**src/alu_cfg.svh**
```systemverilog
`ifndef ALU_CFG_SVH
`define ALU_CFG_SVH
`define ALU_IO_BIT_MAX 5'h1F
`define ALU_NIB_W 4
`define ALU_IO_ADDR_W 6
`define ALU_FLAG_C 0
`define ALU_FLAG_Z 1
`define ALU_FLAG_N 2
`define ALU_FLAG_V 3
`define ALU_FLAG_S 4
`define ALU_FLAG_H 5
`define ALU_FLAGS_RESET 6'h00
`endif

```
**src/alu_pkg.sv**
```systemverilog
package alu_pkg;
  typedef enum logic [3:0] {
    ALU_OP_NONE,
    ALU_OP_ADD,
    ALU_OP_ADD_CARRY,
    ALU_OP_SUB,
    ALU_OP_SUB_BORROW,
    ALU_OP_AND,
    ALU_OP_OR,
    ALU_OP_XOR,
    ALU_OP_WORD_ADD,
    ALU_OP_WORD_SUB,
    ALU_OP_SET_IO_BIT,
    ALU_OP_CLEAR_IO_BIT,
    ALU_OP_SKIP_IO_SET,
    ALU_OP_SKIP_IO_CLEAR
  } alu_op_t;
  typedef enum logic {
    ALU_ST_IDLE,
    ALU_ST_WORD_HIGH
  } alu_state_t;
endpackage

```
**src/alu_byte_math.sv**
```systemverilog
`timescale 1ns/1ps
`include "alu_cfg.svh"
module alu_byte_math
  import alu_pkg::*;
#(
  parameter int W = 8
)
(
  // Operands
  input wire logic [W-1:0] a,
  input wire logic [W-1:0] b,
  input wire logic carry_in,
  input wire logic subtract,
  // Results
  output logic [W-1:0] result,
  output logic carry_out,
  output logic half_out,
  output logic overflow_out
);
  logic [W:0] wide;
  logic [`ALU_NIB_W:0] low_nib;

  always_comb
  begin
    if (subtract)
    begin
      wide = {1'b0, a} - {1'b0, b} - {{W{1'b0}}, carry_in};
      low_nib = {1'b0, a[`ALU_NIB_W-1:0]} - {1'b0, b[`ALU_NIB_W-1:0]}
        - {{`ALU_NIB_W{1'b0}}, carry_in};
    end
    else
    begin
      wide = {1'b0, a} + {1'b0, b} + {{W{1'b0}}, carry_in};
      low_nib = {1'b0, a[`ALU_NIB_W-1:0]} + {1'b0, b[`ALU_NIB_W-1:0]}
        + {{`ALU_NIB_W{1'b0}}, carry_in};
    end
    result = wide[W-1:0];
    // Borrow reads as the same top bit as carry in this form
    carry_out = wide[W];
    half_out = low_nib[`ALU_NIB_W];
    if (subtract)
      overflow_out = (a[W-1] != b[W-1]) && (wide[W-1] != a[W-1]);
    else
      overflow_out = (a[W-1] == b[W-1]) && (wide[W-1] != a[W-1]);
  end
endmodule

```
**src/alu_datapath.sv**
```systemverilog
`timescale 1ns/1ps
`include "alu_cfg.svh"
module alu_datapath
  import alu_pkg::*;
#(
  parameter int W = 8,
  parameter int IOW = `ALU_IO_ADDR_W
)
(
  // Clock and reset
  input wire logic sys_clk,
  input wire logic rstn,
  input wire logic clk_en,
  // Decoder request
  input wire logic op_valid,
  input wire alu_op_t op_code,
  input wire logic use_constant,
  input wire logic [W-1:0] constant,
  input wire logic [2:0] bit_sel,
  input wire logic [IOW-1:0] io_addr,
  // Register file operands
  input wire logic [W-1:0] dest_value,
  input wire logic [W-1:0] source_register,
  input wire logic [W-1:0] pair_high,
  // I/O register read value and its write-one-to-clear mask
  input wire logic [W-1:0] io_read_data,
  input wire logic [W-1:0] io_w1c_mask,
  // Register file write
  output logic reg_we,
  output logic reg_we_high,
  output logic [W-1:0] reg_wdata,
  // I/O write
  output logic io_we,
  output logic [IOW-1:0] io_waddr,
  output logic [W-1:0] io_wdata,
  output logic [W-1:0] io_wmask,
  // Status
  output logic [5:0] flags,
  output logic skip,
  output logic busy
);
  alu_state_t state;
  logic [W-1:0] operand_b;
  logic [W-1:0] math_a;
  logic [W-1:0] math_b;
  logic math_cin;
  logic math_sub;
  logic [W-1:0] math_res;
  logic math_c;
  logic math_h;
  logic math_v;
  logic [W-1:0] low_result;
  logic word_sub;
  logic word_low_zero;
  logic is_arith;
  logic is_logic;
  logic [W-1:0] logic_res;
  logic io_in_range;
  logic [W-1:0] bit_onehot;

  function automatic logic [W-1:0] onehot(input logic [2:0] sel);
    onehot = {{(W-1){1'b0}}, 1'b1} << sel;
  endfunction

  function automatic logic is_word(input alu_op_t op);
    is_word = (op == ALU_OP_WORD_ADD || op == ALU_OP_WORD_SUB);
  endfunction

  assign operand_b = use_constant ? constant : source_register;
  assign is_arith = op_code inside {ALU_OP_ADD, ALU_OP_ADD_CARRY, ALU_OP_SUB, ALU_OP_SUB_BORROW};
  assign is_logic = op_code inside {ALU_OP_AND, ALU_OP_OR, ALU_OP_XOR};
  // Bit ops cannot reach above the low window
  assign io_in_range = io_addr <= IOW'(`ALU_IO_BIT_MAX);
  assign bit_onehot = onehot(bit_sel);

  ////////////////////////////////////////////////////////////////////////////
  // Shared adder: byte ops, then the two halves of a word op
  always_comb
  begin
    if (state == ALU_ST_WORD_HIGH)
    begin
      math_a = dest_value;
      math_b = '0;
      math_cin = flags[`ALU_FLAG_C];
      math_sub = word_sub;
    end
    else
    begin
      math_a = dest_value;
      // Word ops always take the instruction constant, whatever use_constant says
      math_b = is_word(op_code) ? constant : operand_b;
      math_cin = (op_code == ALU_OP_ADD_CARRY || op_code == ALU_OP_SUB_BORROW)
        ? flags[`ALU_FLAG_C] : 1'b0;
      math_sub = op_code inside {ALU_OP_SUB, ALU_OP_SUB_BORROW, ALU_OP_WORD_SUB};
    end
  end

  alu_byte_math #(.W(W)) u_math (
    .a(math_a),
    .b(math_b),
    .carry_in(math_cin),
    .subtract(math_sub),
    .result(math_res),
    .carry_out(math_c),
    .half_out(math_h),
    .overflow_out(math_v)
  );

  always_comb
  begin
    unique case (op_code)
      ALU_OP_AND: logic_res = dest_value & operand_b;
      ALU_OP_OR: logic_res = dest_value | operand_b;
      ALU_OP_XOR: logic_res = dest_value ^ source_register;
      default: logic_res = '0;
    endcase
  end

  ////////////////////////////////////////////////////////////////////////////
  // Sequencing of two-clock word ops
  always_ff @(posedge sys_clk or negedge rstn)
  begin
    if (!rstn)
    begin
      state <= ALU_ST_IDLE;
      word_sub <= 1'b0;
      word_low_zero <= 1'b0;
      low_result <= '0;
    end
    else if (clk_en)
    begin
      unique case (state)
        ALU_ST_IDLE:
          if (op_valid && is_word(op_code))
          begin
            state <= ALU_ST_WORD_HIGH;
            word_sub <= (op_code == ALU_OP_WORD_SUB);
            word_low_zero <= (math_res == '0);
            low_result <= math_res;
          end
        ALU_ST_WORD_HIGH:
          state <= ALU_ST_IDLE;
      endcase
    end
  end

  ////////////////////////////////////////////////////////////////////////////
  // Register writes and flags
  always_ff @(posedge sys_clk or negedge rstn)
  begin
    if (!rstn)
    begin
      reg_we <= 1'b0;
      reg_we_high <= 1'b0;
      reg_wdata <= '0;
      flags <= `ALU_FLAGS_RESET;
    end
    else if (clk_en)
    begin
      reg_we <= 1'b0;
      reg_we_high <= 1'b0;
      if (state == ALU_ST_WORD_HIGH)
      begin
        reg_we_high <= 1'b1;
        reg_wdata <= math_res;
        // Carry held from the low half feeds the high half
        flags[`ALU_FLAG_C] <= math_c;
        flags[`ALU_FLAG_Z] <= word_low_zero && (math_res == '0);
        flags[`ALU_FLAG_N] <= math_res[W-1];
        flags[`ALU_FLAG_V] <= math_v;
        flags[`ALU_FLAG_S] <= math_res[W-1] ^ math_v;
      end
      else if (op_valid && is_word(op_code))
      begin
        reg_we <= 1'b1;
        reg_wdata <= math_res;
        flags[`ALU_FLAG_C] <= math_c;
      end
      else if (op_valid && is_arith)
      begin
        reg_we <= 1'b1;
        reg_wdata <= math_res;
        flags[`ALU_FLAG_C] <= math_c;
        flags[`ALU_FLAG_Z] <= (math_res == '0);
        flags[`ALU_FLAG_N] <= math_res[W-1];
        flags[`ALU_FLAG_V] <= math_v;
        flags[`ALU_FLAG_H] <= math_h;
      end
      else if (op_valid && is_logic)
      begin
        reg_we <= 1'b1;
        reg_wdata <= logic_res;
        flags[`ALU_FLAG_Z] <= (logic_res == '0);
        flags[`ALU_FLAG_N] <= logic_res[W-1];
        flags[`ALU_FLAG_V] <= 1'b0;
      end
    end
  end

  ////////////////////////////////////////////////////////////////////////////
  // I/O bit set, clear and test
  always_ff @(posedge sys_clk or negedge rstn)
  begin
    if (!rstn)
    begin
      io_we <= 1'b0;
      io_waddr <= '0;
      io_wdata <= '0;
      io_wmask <= '0;
      skip <= 1'b0;
    end
    else if (clk_en)
    begin
      io_we <= 1'b0;
      skip <= 1'b0;
      if (op_valid && state == ALU_ST_IDLE && io_in_range)
      begin
        if (op_code == ALU_OP_SET_IO_BIT || op_code == ALU_OP_CLEAR_IO_BIT)
        begin
          io_we <= 1'b1;
          io_waddr <= io_addr;
          // Only the target lane is enabled, so no flag is written back
          io_wmask <= bit_onehot;
          // A one written to a clear-on-one flag lane clears it; zeros elsewhere
          io_wdata <= (op_code == ALU_OP_SET_IO_BIT) ? bit_onehot : '0;
        end
        if (op_code == ALU_OP_SKIP_IO_SET)
          skip <= |(io_read_data & bit_onehot);
        if (op_code == ALU_OP_SKIP_IO_CLEAR)
          skip <= ~|(io_read_data & bit_onehot);
      end
    end
  end

  assign busy = (state == ALU_ST_WORD_HIGH);

  ////////////////////////////////////////////////////////////////////////////
  // Checks
  chk_add_result: assert property (@(posedge sys_clk) disable iff (!rstn)
    clk_en && op_valid && !busy && op_code == ALU_OP_ADD && !use_constant
    |=> reg_we && reg_wdata == W'($past(dest_value) + $past(source_register)))
    else $error("add result wrong");
  chk_sub_borrow: assert property (@(posedge sys_clk) disable iff (!rstn)
    clk_en && op_valid && !busy && op_code == ALU_OP_SUB_BORROW
    |=> reg_wdata == W'($past(dest_value) - $past(operand_b) - W'($past(flags[`ALU_FLAG_C]))))
    else $error("borrow subtract wrong");
  chk_sub_const: assert property (@(posedge sys_clk) disable iff (!rstn)
    clk_en && op_valid && !busy && op_code == ALU_OP_SUB && use_constant
    |=> reg_wdata == W'($past(dest_value) - $past(constant)))
    else $error("constant subtract wrong");
  chk_word_two: assert property (@(posedge sys_clk) disable iff (!rstn)
    clk_en && op_valid && !busy && op_code == ALU_OP_WORD_ADD
    |=> reg_we && busy ##1 (!$past(clk_en) || reg_we_high))
    else $error("word op not two clocks");
  chk_and_carry: assert property (@(posedge sys_clk) disable iff (!rstn)
    clk_en && op_valid && !busy && op_code == ALU_OP_AND
    |=> $stable(flags[`ALU_FLAG_C]) && !flags[`ALU_FLAG_V])
    else $error("and touched carry");
  chk_or_zero: assert property (@(posedge sys_clk) disable iff (!rstn)
    clk_en && op_valid && !busy && op_code == ALU_OP_OR
    |=> flags[`ALU_FLAG_Z] == (reg_wdata == '0) && $stable(flags[`ALU_FLAG_H]))
    else $error("or flags wrong");
  chk_io_range: assert property (@(posedge sys_clk) disable iff (!rstn)
    io_we |-> io_waddr <= IOW'(`ALU_IO_BIT_MAX))
    else $error("bit write out of range");
  chk_one_lane: assert property (@(posedge sys_clk) disable iff (!rstn)
    io_we |-> $onehot(io_wmask) && (io_wdata & ~io_wmask) == '0)
    else $error("bit op touched other lanes");
  chk_sign_flag: assert property (@(posedge sys_clk) disable iff (!rstn)
    $past(busy) && $past(clk_en)
    |-> flags[`ALU_FLAG_S] == (flags[`ALU_FLAG_N] ^ flags[`ALU_FLAG_V]))
    else $error("sign flag wrong");
endmodule

```
**config.mk**
```make
export PLATFORM = sky130hd
export DESIGN_NAME = alu_datapath
export DESIGN_NICKNAME = d
export VERILOG_FILES = /design/src/alu_pkg.sv /design/src/alu_byte_math.sv /design/src/alu_datapath.sv
export VERILOG_INCLUDE_DIRS = /design/src
export SDC_FILE = /design/constraint.sdc
export NUM_CORES = 1
export LEC_CHECK = 0
export BUFFER_PORTS_ARGS = -buffer_cell sky130_fd_sc_hd__buf_2
export CAP_MARGIN = 20
export CORE_ASPECT_RATIO = 0.75
export CORE_MARGIN = 4
export CORE_UTILIZATION = 57
export DETAILED_ROUTE_END_ITERATION = 8
export GPL_ROUTABILITY_DRIVEN = 0
export PLACE_DENSITY = 0.87
export SETUP_SLACK_MARGIN = 0.02
export SLEW_MARGIN = 20
export SYNTH_ARGS = -nofsm -noshare
export SYNTH_HDL_FRONTEND = slang
export SYNTH_SLANG_ARGS = --single-unit
```
**constraint.sdc**
```tcl
create_clock -name sys_clk -period 6.8 [get_ports sys_clk]
set_input_delay 1.36 -clock sys_clk [delete_from_list [all_inputs] [get_ports sys_clk]]
set_output_delay 1.36 -clock sys_clk [all_outputs]
set_load 0.05 [all_outputs]
```
* Word-level counts from Yosys, hierarchy flattened *
Cells that the tools add are included.

word-level totals
  output and inout port bits = 41
  logic and storage cells = 110
  flip-flop bits (word level) = 43

cells by class
  shifts and indexed selects = 1
  $add $sub $neg = 8
  mux-type cells = 33
  reductions and logical operators = 28
  equality and inequality tests = 17
  bitwise logic cells = 7
  order comparisons = 1

operators with widths
  cell                   number
  $mux W8                8
  $eq A4 B4 Y1 const B   6
  $pmux W8 S3            1
  $mux W1                17
  $and A8 B8 Y8          2
  $eq A4 B3 Y1 const B   4
  $logic_not A8 Y1       2
  $reduce_bool A3 Y1     4
  $add A8 B8 Y9          1
  $add A9 B1 Y9          1
  $mux W3                3
  $mux W9                1
  $reduce_and A3 Y1      3
  $sub A8 B8 Y9          1
  $sub A9 B1 Y9          1
  $eq A4 B2 Y1 const B   2
  $logic_and A1 B1 Y1    8
  $or A8 B8 Y8           1
  $reduce_bool A4 Y1     2
  $reduce_or A8 Y1       1
  $shl A1 B3 Y8 const A  1
  $xor A8 B8 Y8          1
  $le A6 B5 Y1 const B   1
  $reduce_and A2 Y1      3
  other kinds (16)       20

* Logic depth before layout (Yosys ltp) *
Gate-level depths: netlist of the first run.

  depth in word-level cells = 13
  mapped depth = 16
  mapped depth without buffers = 15

* Modules after synthesis *
A second synthesis of the first run with hierarchy kept.

unflattened totals
  cell total of the unflattened synthesis = 428
  area, all modules = 3,577.2 µm²

modules (own cells, without submodules)
  module         sequential area each (µm²)  cells each  times used  area each (µm²)
  alu_datapath   1,076.0                     296         1           2,593.7
  alu_byte_math  0.0                         132         1           983.4

* Worst setup path before layout of the first run *
Ideal clock, no wire load.

  kind = input to register
  from = input port op_code[1]
  to = register word_low_zero
  cell stages on the path = 16
  data arrival time = 4.431 ns
  setup slack = 2.265 ns
  cell sequence = buf_2 -> nor2_1 -> a21oi_2 -> mux2i_1 -> or2_2 -> inv_1 -> fa_1 -> inv_1 -> ha_1 -> and2_1 -> or3_1 -> a21o_1 -> nor4b_2 -> a41o_1 -> nand2_1 -> o41ai_2

between the ends
  longest elaborated chain between the ends = 8

ends and longest elaborated chain
  what                                                   RTL line                                  RTL
  from (decl)                                            alu_datapath.sv:16                        input wire alu_op_t op_code,
  $eq A4 B4 Y1 (on tied branches)                        alu_datapath.sv:66, alu_datapath.sv:94
  $logic_or A1 B1 Y1                                     alu_datapath.sv:66                        is_word = (op == ALU_OP_WORD_ADD || op == ALU_OP_WORD_SUB);
  $mux W8                                                alu_datapath.sv:91                        math_b = is_word(op_code) ? constant : operand_b;
  $mux W8                                                alu_datapath.sv:80                        if (state == ALU_ST_WORD_HIGH)
  $add A8 B8 Y9 / $sub A8 B8 Y9 (equally long branches)  alu_byte_math.sv:33, alu_byte_math.sv:27
  $add A9 B1 Y9 / $sub A9 B1 Y9 (equally long branches)  alu_byte_math.sv:33, alu_byte_math.sv:27
  $mux W9                                                alu_byte_math.sv:25                       if (subtract)
  $logic_not A8 Y1                                       alu_datapath.sv:138                       word_low_zero <= (math_res == '0);
  to (signal assigned)                                   alu_datapath.sv:138
  to (decl)                                              alu_datapath.sv:54                        logic word_low_zero;

Parallel ways exist; a longest one is shown, timed or not.
A chain may end at the register's enable or synchronous reset.

* Worst setup path after layout of the first run *
Same ends and word-level chain as after synthesis.

==> metrics.md, run 1 <==
| Metric | Value |
|---|---|
| Worst-path fanout max | 19 |
| Clock Skew | 0.00759 ns |
| Antenna Nets Post-Route | 0 |
| Post_cts resized | 0 |
| Postcts setup bufs | 0 |
| Final worst slack | 1.75 ns |
| F_max | ~200 MHz |
| Initial antenna violation count | 0 |
| Post-DP HPWL | about 7500 microns |
| Crit-path slowest cell | a21oi_2 |
| First-iteration detailed-routing DRC count | 237 |
| Arrival time worst endpoint | 5.24 ns |
| Met1 Usage GRT | 36.8% |
| GR Util All Layers | about 26% |
| Grt total ovfl | 0 |
| Number of CTS-inserted buffers | 5 |
| YS warnings | 0 |
| CP Buf/Inv Count | 3 |
| Final wirelength | about 10000 microns |
| Routed vias/inst | about 5.9 |
| Initial core utilization | approximately three fifths |
| Crit path max-delay family | compound AO/OA/AOI/OAI gates |
| Layout area overhead | 16.4% |
| Synth Cell Area | around 0.0036 sq mm |
| Unrepaired setup endpoints after global routing | false |
| Number of diodes | 0 |
| Drt wl/cell | 16.8 microns |
| Post-synthesis cell type count | 62 |
| First-pass GRT wire length | between 15000 and 20000 microns |
| Number of max-cap violations | 0 |
| Clk_lat worst skew | 0.30 ns |
| FF+latch count, synth | 43 |
| Post-detailed-route DRC marker count | 0 |
| IR drop worst, VDD | 0.188 mV |
| Placed cell areas | roughly 0.0041 sq mm |
| Post-Syn Instances | between 400 and 500 |
| CP Capture Type | flip-flop |
| CP max stage delay | between 0.6 and 0.7 ns |
| Slew HR | ~36% |
| Register area | roughly 0.0011 sq mm |
| Mean area per synthesized cell | 8.48 sq um |
| Number of global-route vias before repair | 3297 |
| Met2 Usage GRT | 40.0% |
| Worst min-delay path class | flip-flop to flip-flop |
| Die Wd | 99.7 microns |
| # setup viols final | 0 |
| Drt pass-1 iters | 5 |
| Core Rows | 24 |
| Largest net degree at the start of global routing | 44 |
| Grt met3 use | under 10% |
| Tmin final | just over 5 ns |
| Final Instance Area | between 0.004 and 0.005 sq mm |
| Die Ht | between 70 and 80 microns |
| Io pins | 107 |
| Fin crit share | approximately 74% |
| Post-synth EDFFs | 0 |
| CTS tree | yes |
| Core Region | roughly 0.006 sq mm |
| Setup WS pre-CTS | about 1.5 ns |
| Net Count, Synth | 515 |
| Port buffer count | 90 |
| Critical path cell sequence | buf_2 -> nor2_1 -> a21oi_2 -> mux2i_1 -> or2_2 -> inv_1 -> fa_1 -> inv_1 -> ha_1 -> and2_1 -> o21ai_1 -> a21oi_1 -> nor3_1 -> nor3_1 -> or2_2 -> o41ai_2 |
| Fill count | 479 |
| Pins Over Slew Limit | 0 |
| Final setup TNS | 0 ns |
| Area of the multi-input gates | between 0.002 and 0.0025 sq mm |
| Layout cells sized above 1 | about 24% |
| WP data required | 6.99 ns |
| Die area | around 0.0077 sq mm |
| Nets | slightly below 600 |
| Status | complete, no violations |
| Measured slew at the worst slew-check pin | ~0.95 ns |
| Detailed-route via count | 3413 |
| Power density over the cells | 236 mW/mm^2 |
| Htree depth | 2 |
| Hold slack | 0.476 ns |
| CTS Sinks | 43 |
| CP Launch Type | input port |
| Final Hold Viols | 0 |
| Dominant synthesized flop cell | dfrtp_1 |
| Async S/R FF share, synth | 100% |
| Hold_buf cts | 0 |
| GR peak layer | met2 |
| Setup Crit Path Kind | input port to flip-flop |
| Clock buffer depth | 2 |
| CTS Root Cell | clkbuf_8 |
| Static Leak | between 2 and 2.5 nW |
| Sequential cell area fraction in the yosys report | between 20% and 30% |
| Clock Pin Slew Worst Setup and Hold Paths | about 0.080 ns |
| Total Power | a little under 1 mW |
[per-stage QoR]
step | std cells | utilization [%]
final | 580 | 70.1
after global routing | 580 | 70.1
after CTS | 580 | 70.1
after detailed placement | 572 | 67.8
after global placement | 572 | 67.8
after floorplan | 424 | -
[worst paths after layout]
kind / endpoint / slack (ns) / depth (start not counted) / from
setup / recovery: word_low_zero / 1.75 / 16 / op_code[1]
hold / removal: reg_wdata[1] / 0.48 / 1 / reg_wdata[1]
setup reg to reg: word_low_zero / 3.16 / 12 / busy
hold reg to reg: reg_wdata[1] / 0.48 / 1 / reg_wdata[1]
max in group asynchronous: io_wdata[6] / 5.00 / 1 / rstn
min in group asynchronous: io_wmask[4] / 1.20 / 1 / rstn
[synthesized netlist by cell type, types with 4 or more instances]
library cell | count | area, sq um
nor3_1 | 10 | 50.1
a21o_1 | 6 | 45.0
nand3_1 | 6 | 30.0
and2_1 | 4 | 25.0
mux2_2 | 11 | 124
a21oi_1 | 27 | 135
nor2_1 | 34 | 128
o41ai_1 | 6 | 52.6
buf_2 | 6 | 30.0
nand2_1 | 46 | 173
clkbuf_1 | 11 | 41.3
a2bb2oi_1 | 4 | 35.0
dfrtp_1 | 43 | 1080
o31ai_1 | 10 | 75.1
fa_1 | 4 | 80.1
nor2b_1 | 6 | 37.5
nand2b_1 | 10 | 62.6
a32oi_1 | 4 | 35.0
mux2i_1 | 18 | 180
inv_1 | 35 | 131
nor3b_1 | 4 | 30.0
ha_1 | 21 | 263
o21ai_0 | 25 | 125
xnor2_1 | 14 | 123
xor2_1 | 6 | 52.6
[cell families (layout without fill, tap and decap cells)]
logic type	Yosys count	after routing	share of synthesized area, %
XOR/XNOR	20	20	4.87
adder cells (fa/ha/maj)	25	25	9.53
AND/OR/NAND/NOR	136	136	18.5
buffers and inverters	57	135	6.47
AO/OA/AOI/OAI	114	114	22.2
flip-flops	43	43	29.9
multiplexers	29	29	8.46
[routing by layer]
layer | wire (microns) | share of wire (%)
met1 | 4340 | 44
met2 | 4460 | 46
met3 | 810 | 8.3
met4 | 151 | 1.5
met5 | 0 | 0
[worst reg2reg max path, stage by stage, from the launching register on]
cell and delay (ns):
dfrtp_1 0.94, or2_2 0.27, inv_1 0.06, fa_1 0.43, inv_1 0.08, ha_1 0.22
and2_1 0.17, o21ai_1 0.22, a21oi_1 0.15, nor3_1 0.19, nor3_1 0.11, or2_2 0.38
o41ai_2 0.32
[where the power goes]
part	switching (mW)	internal (mW)
Sequential	0.0216	0.289
Combinational	0.299	0.144
Clock	0.0875	0.147
[sequential cells by signal (all words and copies together) (netlist names)]
signal / cells
flags: 6
io_wmask: 8
skip: 1
word_sub: 1
word_low_zero: 1
io_wdata: 8
reg_we: 1
reg_wdata: 8
io_we: 1
reg_we_high: 1
busy: 1
io_waddr: 6
[cell usage in the layout (no fill, tap or decap), drive strengths merged, types with 3 or more instances in the layout]
cell type	n
a21o	6
a21oi	29
a2bb2oi	4
a32oi	4
and2	4
and3b	3
buf	91
clkbuf	6
dfrtp	43
fa	4
ha	21
inv	35
mux2	11
mux2i	18
nand2	46
nand2b	10
nand3	6
nor2	35
nor2b	7
nor3	10
nor3b	4
o21ai	28
o31ai	11
o41ai	7
or2	3
xnor2	14
xor2	6
[cell type report]
| type | instances | area share (%) |
|---|---|---|
| Multi-Input combinational cell | 324 | 54.6 |
| Sequential cell | 43 | 25.7 |
| Timing Repair Buffer | 91 | 10.9 |
| Inverter | 36 | 3.23 |
| Tap cell | 78 | 2.33 |
| Clock buffer | 6 | 1.73 |
| Clock inverter | 2 | 1.43 |
(Power assumes the default switching activity.)
==> inputs of run 2 (changes only) <==
- ABC_AREA: not set -> 1
- CORE_UTILIZATION: 57 -> 53
- PLACE_DENSITY: 0.87 -> 0.82
- clock period: 6.8 -> 5.12 ns (I/O delays scaled with it)
==> run 2 against run 1 <==
Net effect:
- non-clock buffer count unchanged
- area after synthesis up 0.31%
- combinational power up 40%
- worst setup slack worse by 0.78 ns
- sequential share of layout area down 0.29 points
- via count up 20%
- register-to-register slack worse by 1.4 ns
- final area up 1.1%
- utilization down 4.3 points
- clock skew down 0.0064 ns
- final cell count up 25%
- total power up 37%
- highest routed layer unchanged
==> metrics.md, run 2 <==
| Metric | Value |
|---|---|
| Clock Skew | 0.00118 ns (-0.00640 ns) |
| FF+latch count, synth | 43 (unchanged) |
| CP max stage delay | 0.37 ns (-0.24 ns) |
| YS warnings | 0 (unchanged) |
| Antenna Nets Post-Route | 0 (unchanged) |
| Post_cts resized | 0 (unchanged) |
| Post-synth EDFFs | 0 (unchanged) |
| Clock Pin Slew Worst Setup and Hold Paths | 0.08 ns (about the same) |
| Core Region | 0.00644 sq mm (+7.8%) |
| Mean area per synthesized cell | 6.50 sq um (-23%) |
| Simple-gate share of the synthesized area | 36.0% (+17 points) |
| Largest family of logic cells by synthesized area | simple AND/OR/NAND/NOR gates |
| Area of the multi-input gates | 0.00217 sq mm (-5.3%) |
| CP Launch Type | input port |
| Most used cell along the critical path | nand2_1 |
| Net Count, Synth | 646 (+25%) |
| Drt pass-1 iters | 4 (-1) |
| Synth Area in Compound Gates | 12.6% (-9.6 points) |
| Static Leak | 2.46 nW (+18%) |
| Grt total ovfl | 0 (unchanged) |
| Yosys top cell by area | dfrtp_1 |
| Drt wl/cell | 15.1 microns (-10%) |
| Io pins | 107 (unchanged) |
| Post-detailed-route DRC marker count | 0 (unchanged) |
| Crit-path slowest cell | clkinv_1 |
| Mux share of post-synthesis cell area | 0% (-8.5 points) |
| Post-Syn Instances | 555 (+31%) |
| Die area | 0.00820 sq mm (+7.1%) |
| Htree depth | 2 (unchanged) |
| Clock buffer depth | 2 (unchanged) |
| Post-synth top cells | 164 x nand2_1, 76 x inv_1, 55 x nor2_1 |
| Clk_lat worst skew | 0.30 ns (about the same) |
| R2r startpoint | busy |
| Adder-cell share of the synthesized area | 9.50% (-0.030 points) |
| Layout cells sized above 1 | 17.3% (-6.8 points) |
| Arrival time worst endpoint | 4.34 ns (-0.90 ns) |
| Register area | 0.00108 sq mm (unchanged) |
| Number of max-cap violations | 0 (unchanged) |
| CTS Root Cell | clkbuf_8 |
| Layout area overhead | 17.4% |
| CTS tree | yes |
| WHS Path Cells | 2 (+1) |
| Core Rows | 25 (+4.2%) |
| Number of global-route vias before repair | 3853 (+17%) |
| CTS Sinks | 43 (unchanged) |
| Xor/xnor share of the synthesized area | 1.94% (-2.9 points) |
| R2R Path End | flags[2] |
| Post-DP HPWL | 8690 microns (+16%) |
| Dominant synthesized flop cell | dfrtp_1 |
| Number of diodes | 0 (unchanged) |
| Synth top area share | 29.8% (-0.093 points) |
| Post-synthesis cell type count | 35 (-44%) |
| Hold Crit Start | io_wmask[6] |
| First-pass GRT wire length | 18200 microns (+13%) |
| Port buffer count | 90 (unchanged) |
| Measured slew at the worst slew-check pin | 0.931 ns (-0.0165 ns) |
| Postcts setup bufs | 0 (unchanged) |
| WP data required | 5.31 ns (-1.68 ns) |
| Commonest non-fill, non-tap cells in the layout | 164 x nand2_1, 90 x buf_2, 76 x inv_1 |
| Final Hold Viols | 0 (unchanged) |
| Status | complete, no violations |
| Worst min-delay path class | flip-flop to flip-flop |
| Setup Crit Path Kind | input port to flip-flop |
| Initial antenna violation count | 0 (unchanged) |
| Largest net degree at the start of global routing | 44 (unchanged) |
| Worst-path fanout max | 10 (-9) |
| Largest regs | io_wdata: 8 flops, io_wmask: 8 flops, reg_wdata: 8 flops |
| Initial core utilization | 56.0% (-4.2 points) |
| GR Util All Layers | 27.7% (+2.2 points) |
| Most common cell after layout, fill and taps aside | nand2_1 |
| Total Power | 1.35 mW (+37%) |
| Critical path cell sequence | buf_2 -> inv_1 -> nand2_2 -> nor2_2 -> clkinv_1 -> o21ai_0 -> a21oi_1 -> ha_1 -> inv_1 -> ha_1 -> nand2_1 -> nor2_1 -> nand2_1 -> nand3_1 -> nand2_1 -> nand3_1 -> nand2_1 -> inv_1 -> nand2_1 -> nand2_1 -> nand2_1 -> nand3_1 -> nand2_1 |
| Slew HR | 37.9% (+1.5 points) |
| Hold_buf cts | 0 (unchanged) |
| Pins Over Slew Limit | 0 (unchanged) |
| Number of CTS-inserted buffers | 5 (unchanged) |
| F_max | 241 MHz |
| Unrepaired setup endpoints after global routing | false |
| IR drop worst, VDD | 0.159 mV (-15%) |
| Tmin final | approximately 4.1 ns |
| Power density over the cells | 320 mW/mm^2 (+36%) |
| Final setup TNS | 0 ns (unchanged) |
| Die Ht | 79.4 microns (+3.5%) |
| Synth area leaders | dfrtp_1 30%, nand2_1 17%, inv_1 7.9% |
| CP Capture Type | flip-flop |
| # setup viols final | 0 (unchanged) |
| Synth Cell Area | 0.00361 sq mm (+0.31%) |
| Sequential cell area fraction in the yosys report | 29.8% (-0.093 points) |
| Nets | 732 (+24%) |
| Cell with the most instances after synthesis | nand2_1 |
| First-iteration detailed-routing DRC count | 336 (+42%) |
| Fill count | 625 (+30%) |
| Register-to-register setup slack | 1.75 ns (-1.41 ns) |
| Final wirelength | 10900 microns (+12%) |
| Min-Delay Endpoint | io_wmask[6] |
| Async S/R FF share, synth | 100% (unchanged) |
| Detailed-route via count | 4082 (+20%) |
| Die Wd | 103 microns (+3.6%) |
| Fin crit share | between 80% and 90% |
| Routed vias/inst | 5.65 (-4.1%) |
| R2r worst-path depth | 17 (+5) |
run 2: cell count changes after synthesis, sizes merged, moves of 12 or more:
cell,delta
inv,+44
mux2i,-18
nand2,+121
nand3,+39
nand4,+22
nor2,+21
o21ai,+24
xnor2,-12
run 2: cells by family after synthesis:
logic type | count (synthesis)
AOI/OAI and AO/OA | 85
xor gates and xnor gates | 8
adders and majority gates | 25
buffers and inverters | 92
DFF | 43
and+or+nand+nor | 302
run 2: metrics by stage:
step | std cells | instance area, sq um | hold slack (ns) | setup WS, ns | util [%]
6_report | 723 | 4230 | 0.481 | 0.971 | 65.7
5_1_grt | 723 | 4230 | 0.502 | 0.701 | 65.7
4_1_cts | 723 | 4230 | 0.483 | 1.08 | 65.7
3_5_place_dp | 715 | 4100 | 0.461 | 0.787 | 63.7
3_3_place_gp | 715 | 4100 | 0.450 | 0.828 | 63.7
2_1_floorplan | 555 | 3610 | 0.446 | 1.55 | -
run 2: power by group:
| group | leakage (nW) | internal (mW) | switching [mW] |
|---|---|---|---|
| clock network | 0.0654 | 0.195 | 0.122 |
| logic | 1.84 | 0.172 | 0.448 |
| registers | 0.562 | 0.389 | 0.0280 |
| total | 2.46 | 0.756 | 0.598 |
run 2: cell type report:
| cell class | count | share of cell area (%) |
|---|---|---|
| multi-input combinational | 420 | 51.2 |
| sequential | 43 | 25.4 |
| timing repair buffer | 91 | 10.8 |
| inverter | 80 | 7.09 |
| tap | 81 | 2.39 |
| clock buffer | 6 | 1.71 |
| clock inverter | 2 | 1.42 |
run 2: metal layers:
| layer | wire (microns) | GRT usage [%] |
|---|---|---|
| met1 | 4810 | 40.5 |
| met5 | 0 | 0 |
| met4 | 175 | 6.73 |
| met2 | 4700 | 40.9 |
| met3 | 1230 | 7.16 |
run 2: worst max-delay path by stage:
stage / start / to / slack [ns] / depth (start not counted)
floorplan: op_code[2] / flags[1] / 1.55 / 19
global placement: op_code[2] / flags[0] / 0.83 / 20
detailed placement: op_code[2] / reg_wdata[7] / 0.79 / 23
CTS: op_code[2] / reg_wdata[7] / 1.08 / 23
global route: op_code[2] / reg_wdata[7] / 0.70 / 23
finish: op_code[2] / reg_wdata[7] / 0.97 / 23
run 2: critical path: cells and delay by family:
kind	cells	cell delay, ns
fa+ha+maj	2	0.74
buf+inv	5	0.85
simple gates	14	1.35
compound gates	2	0.37
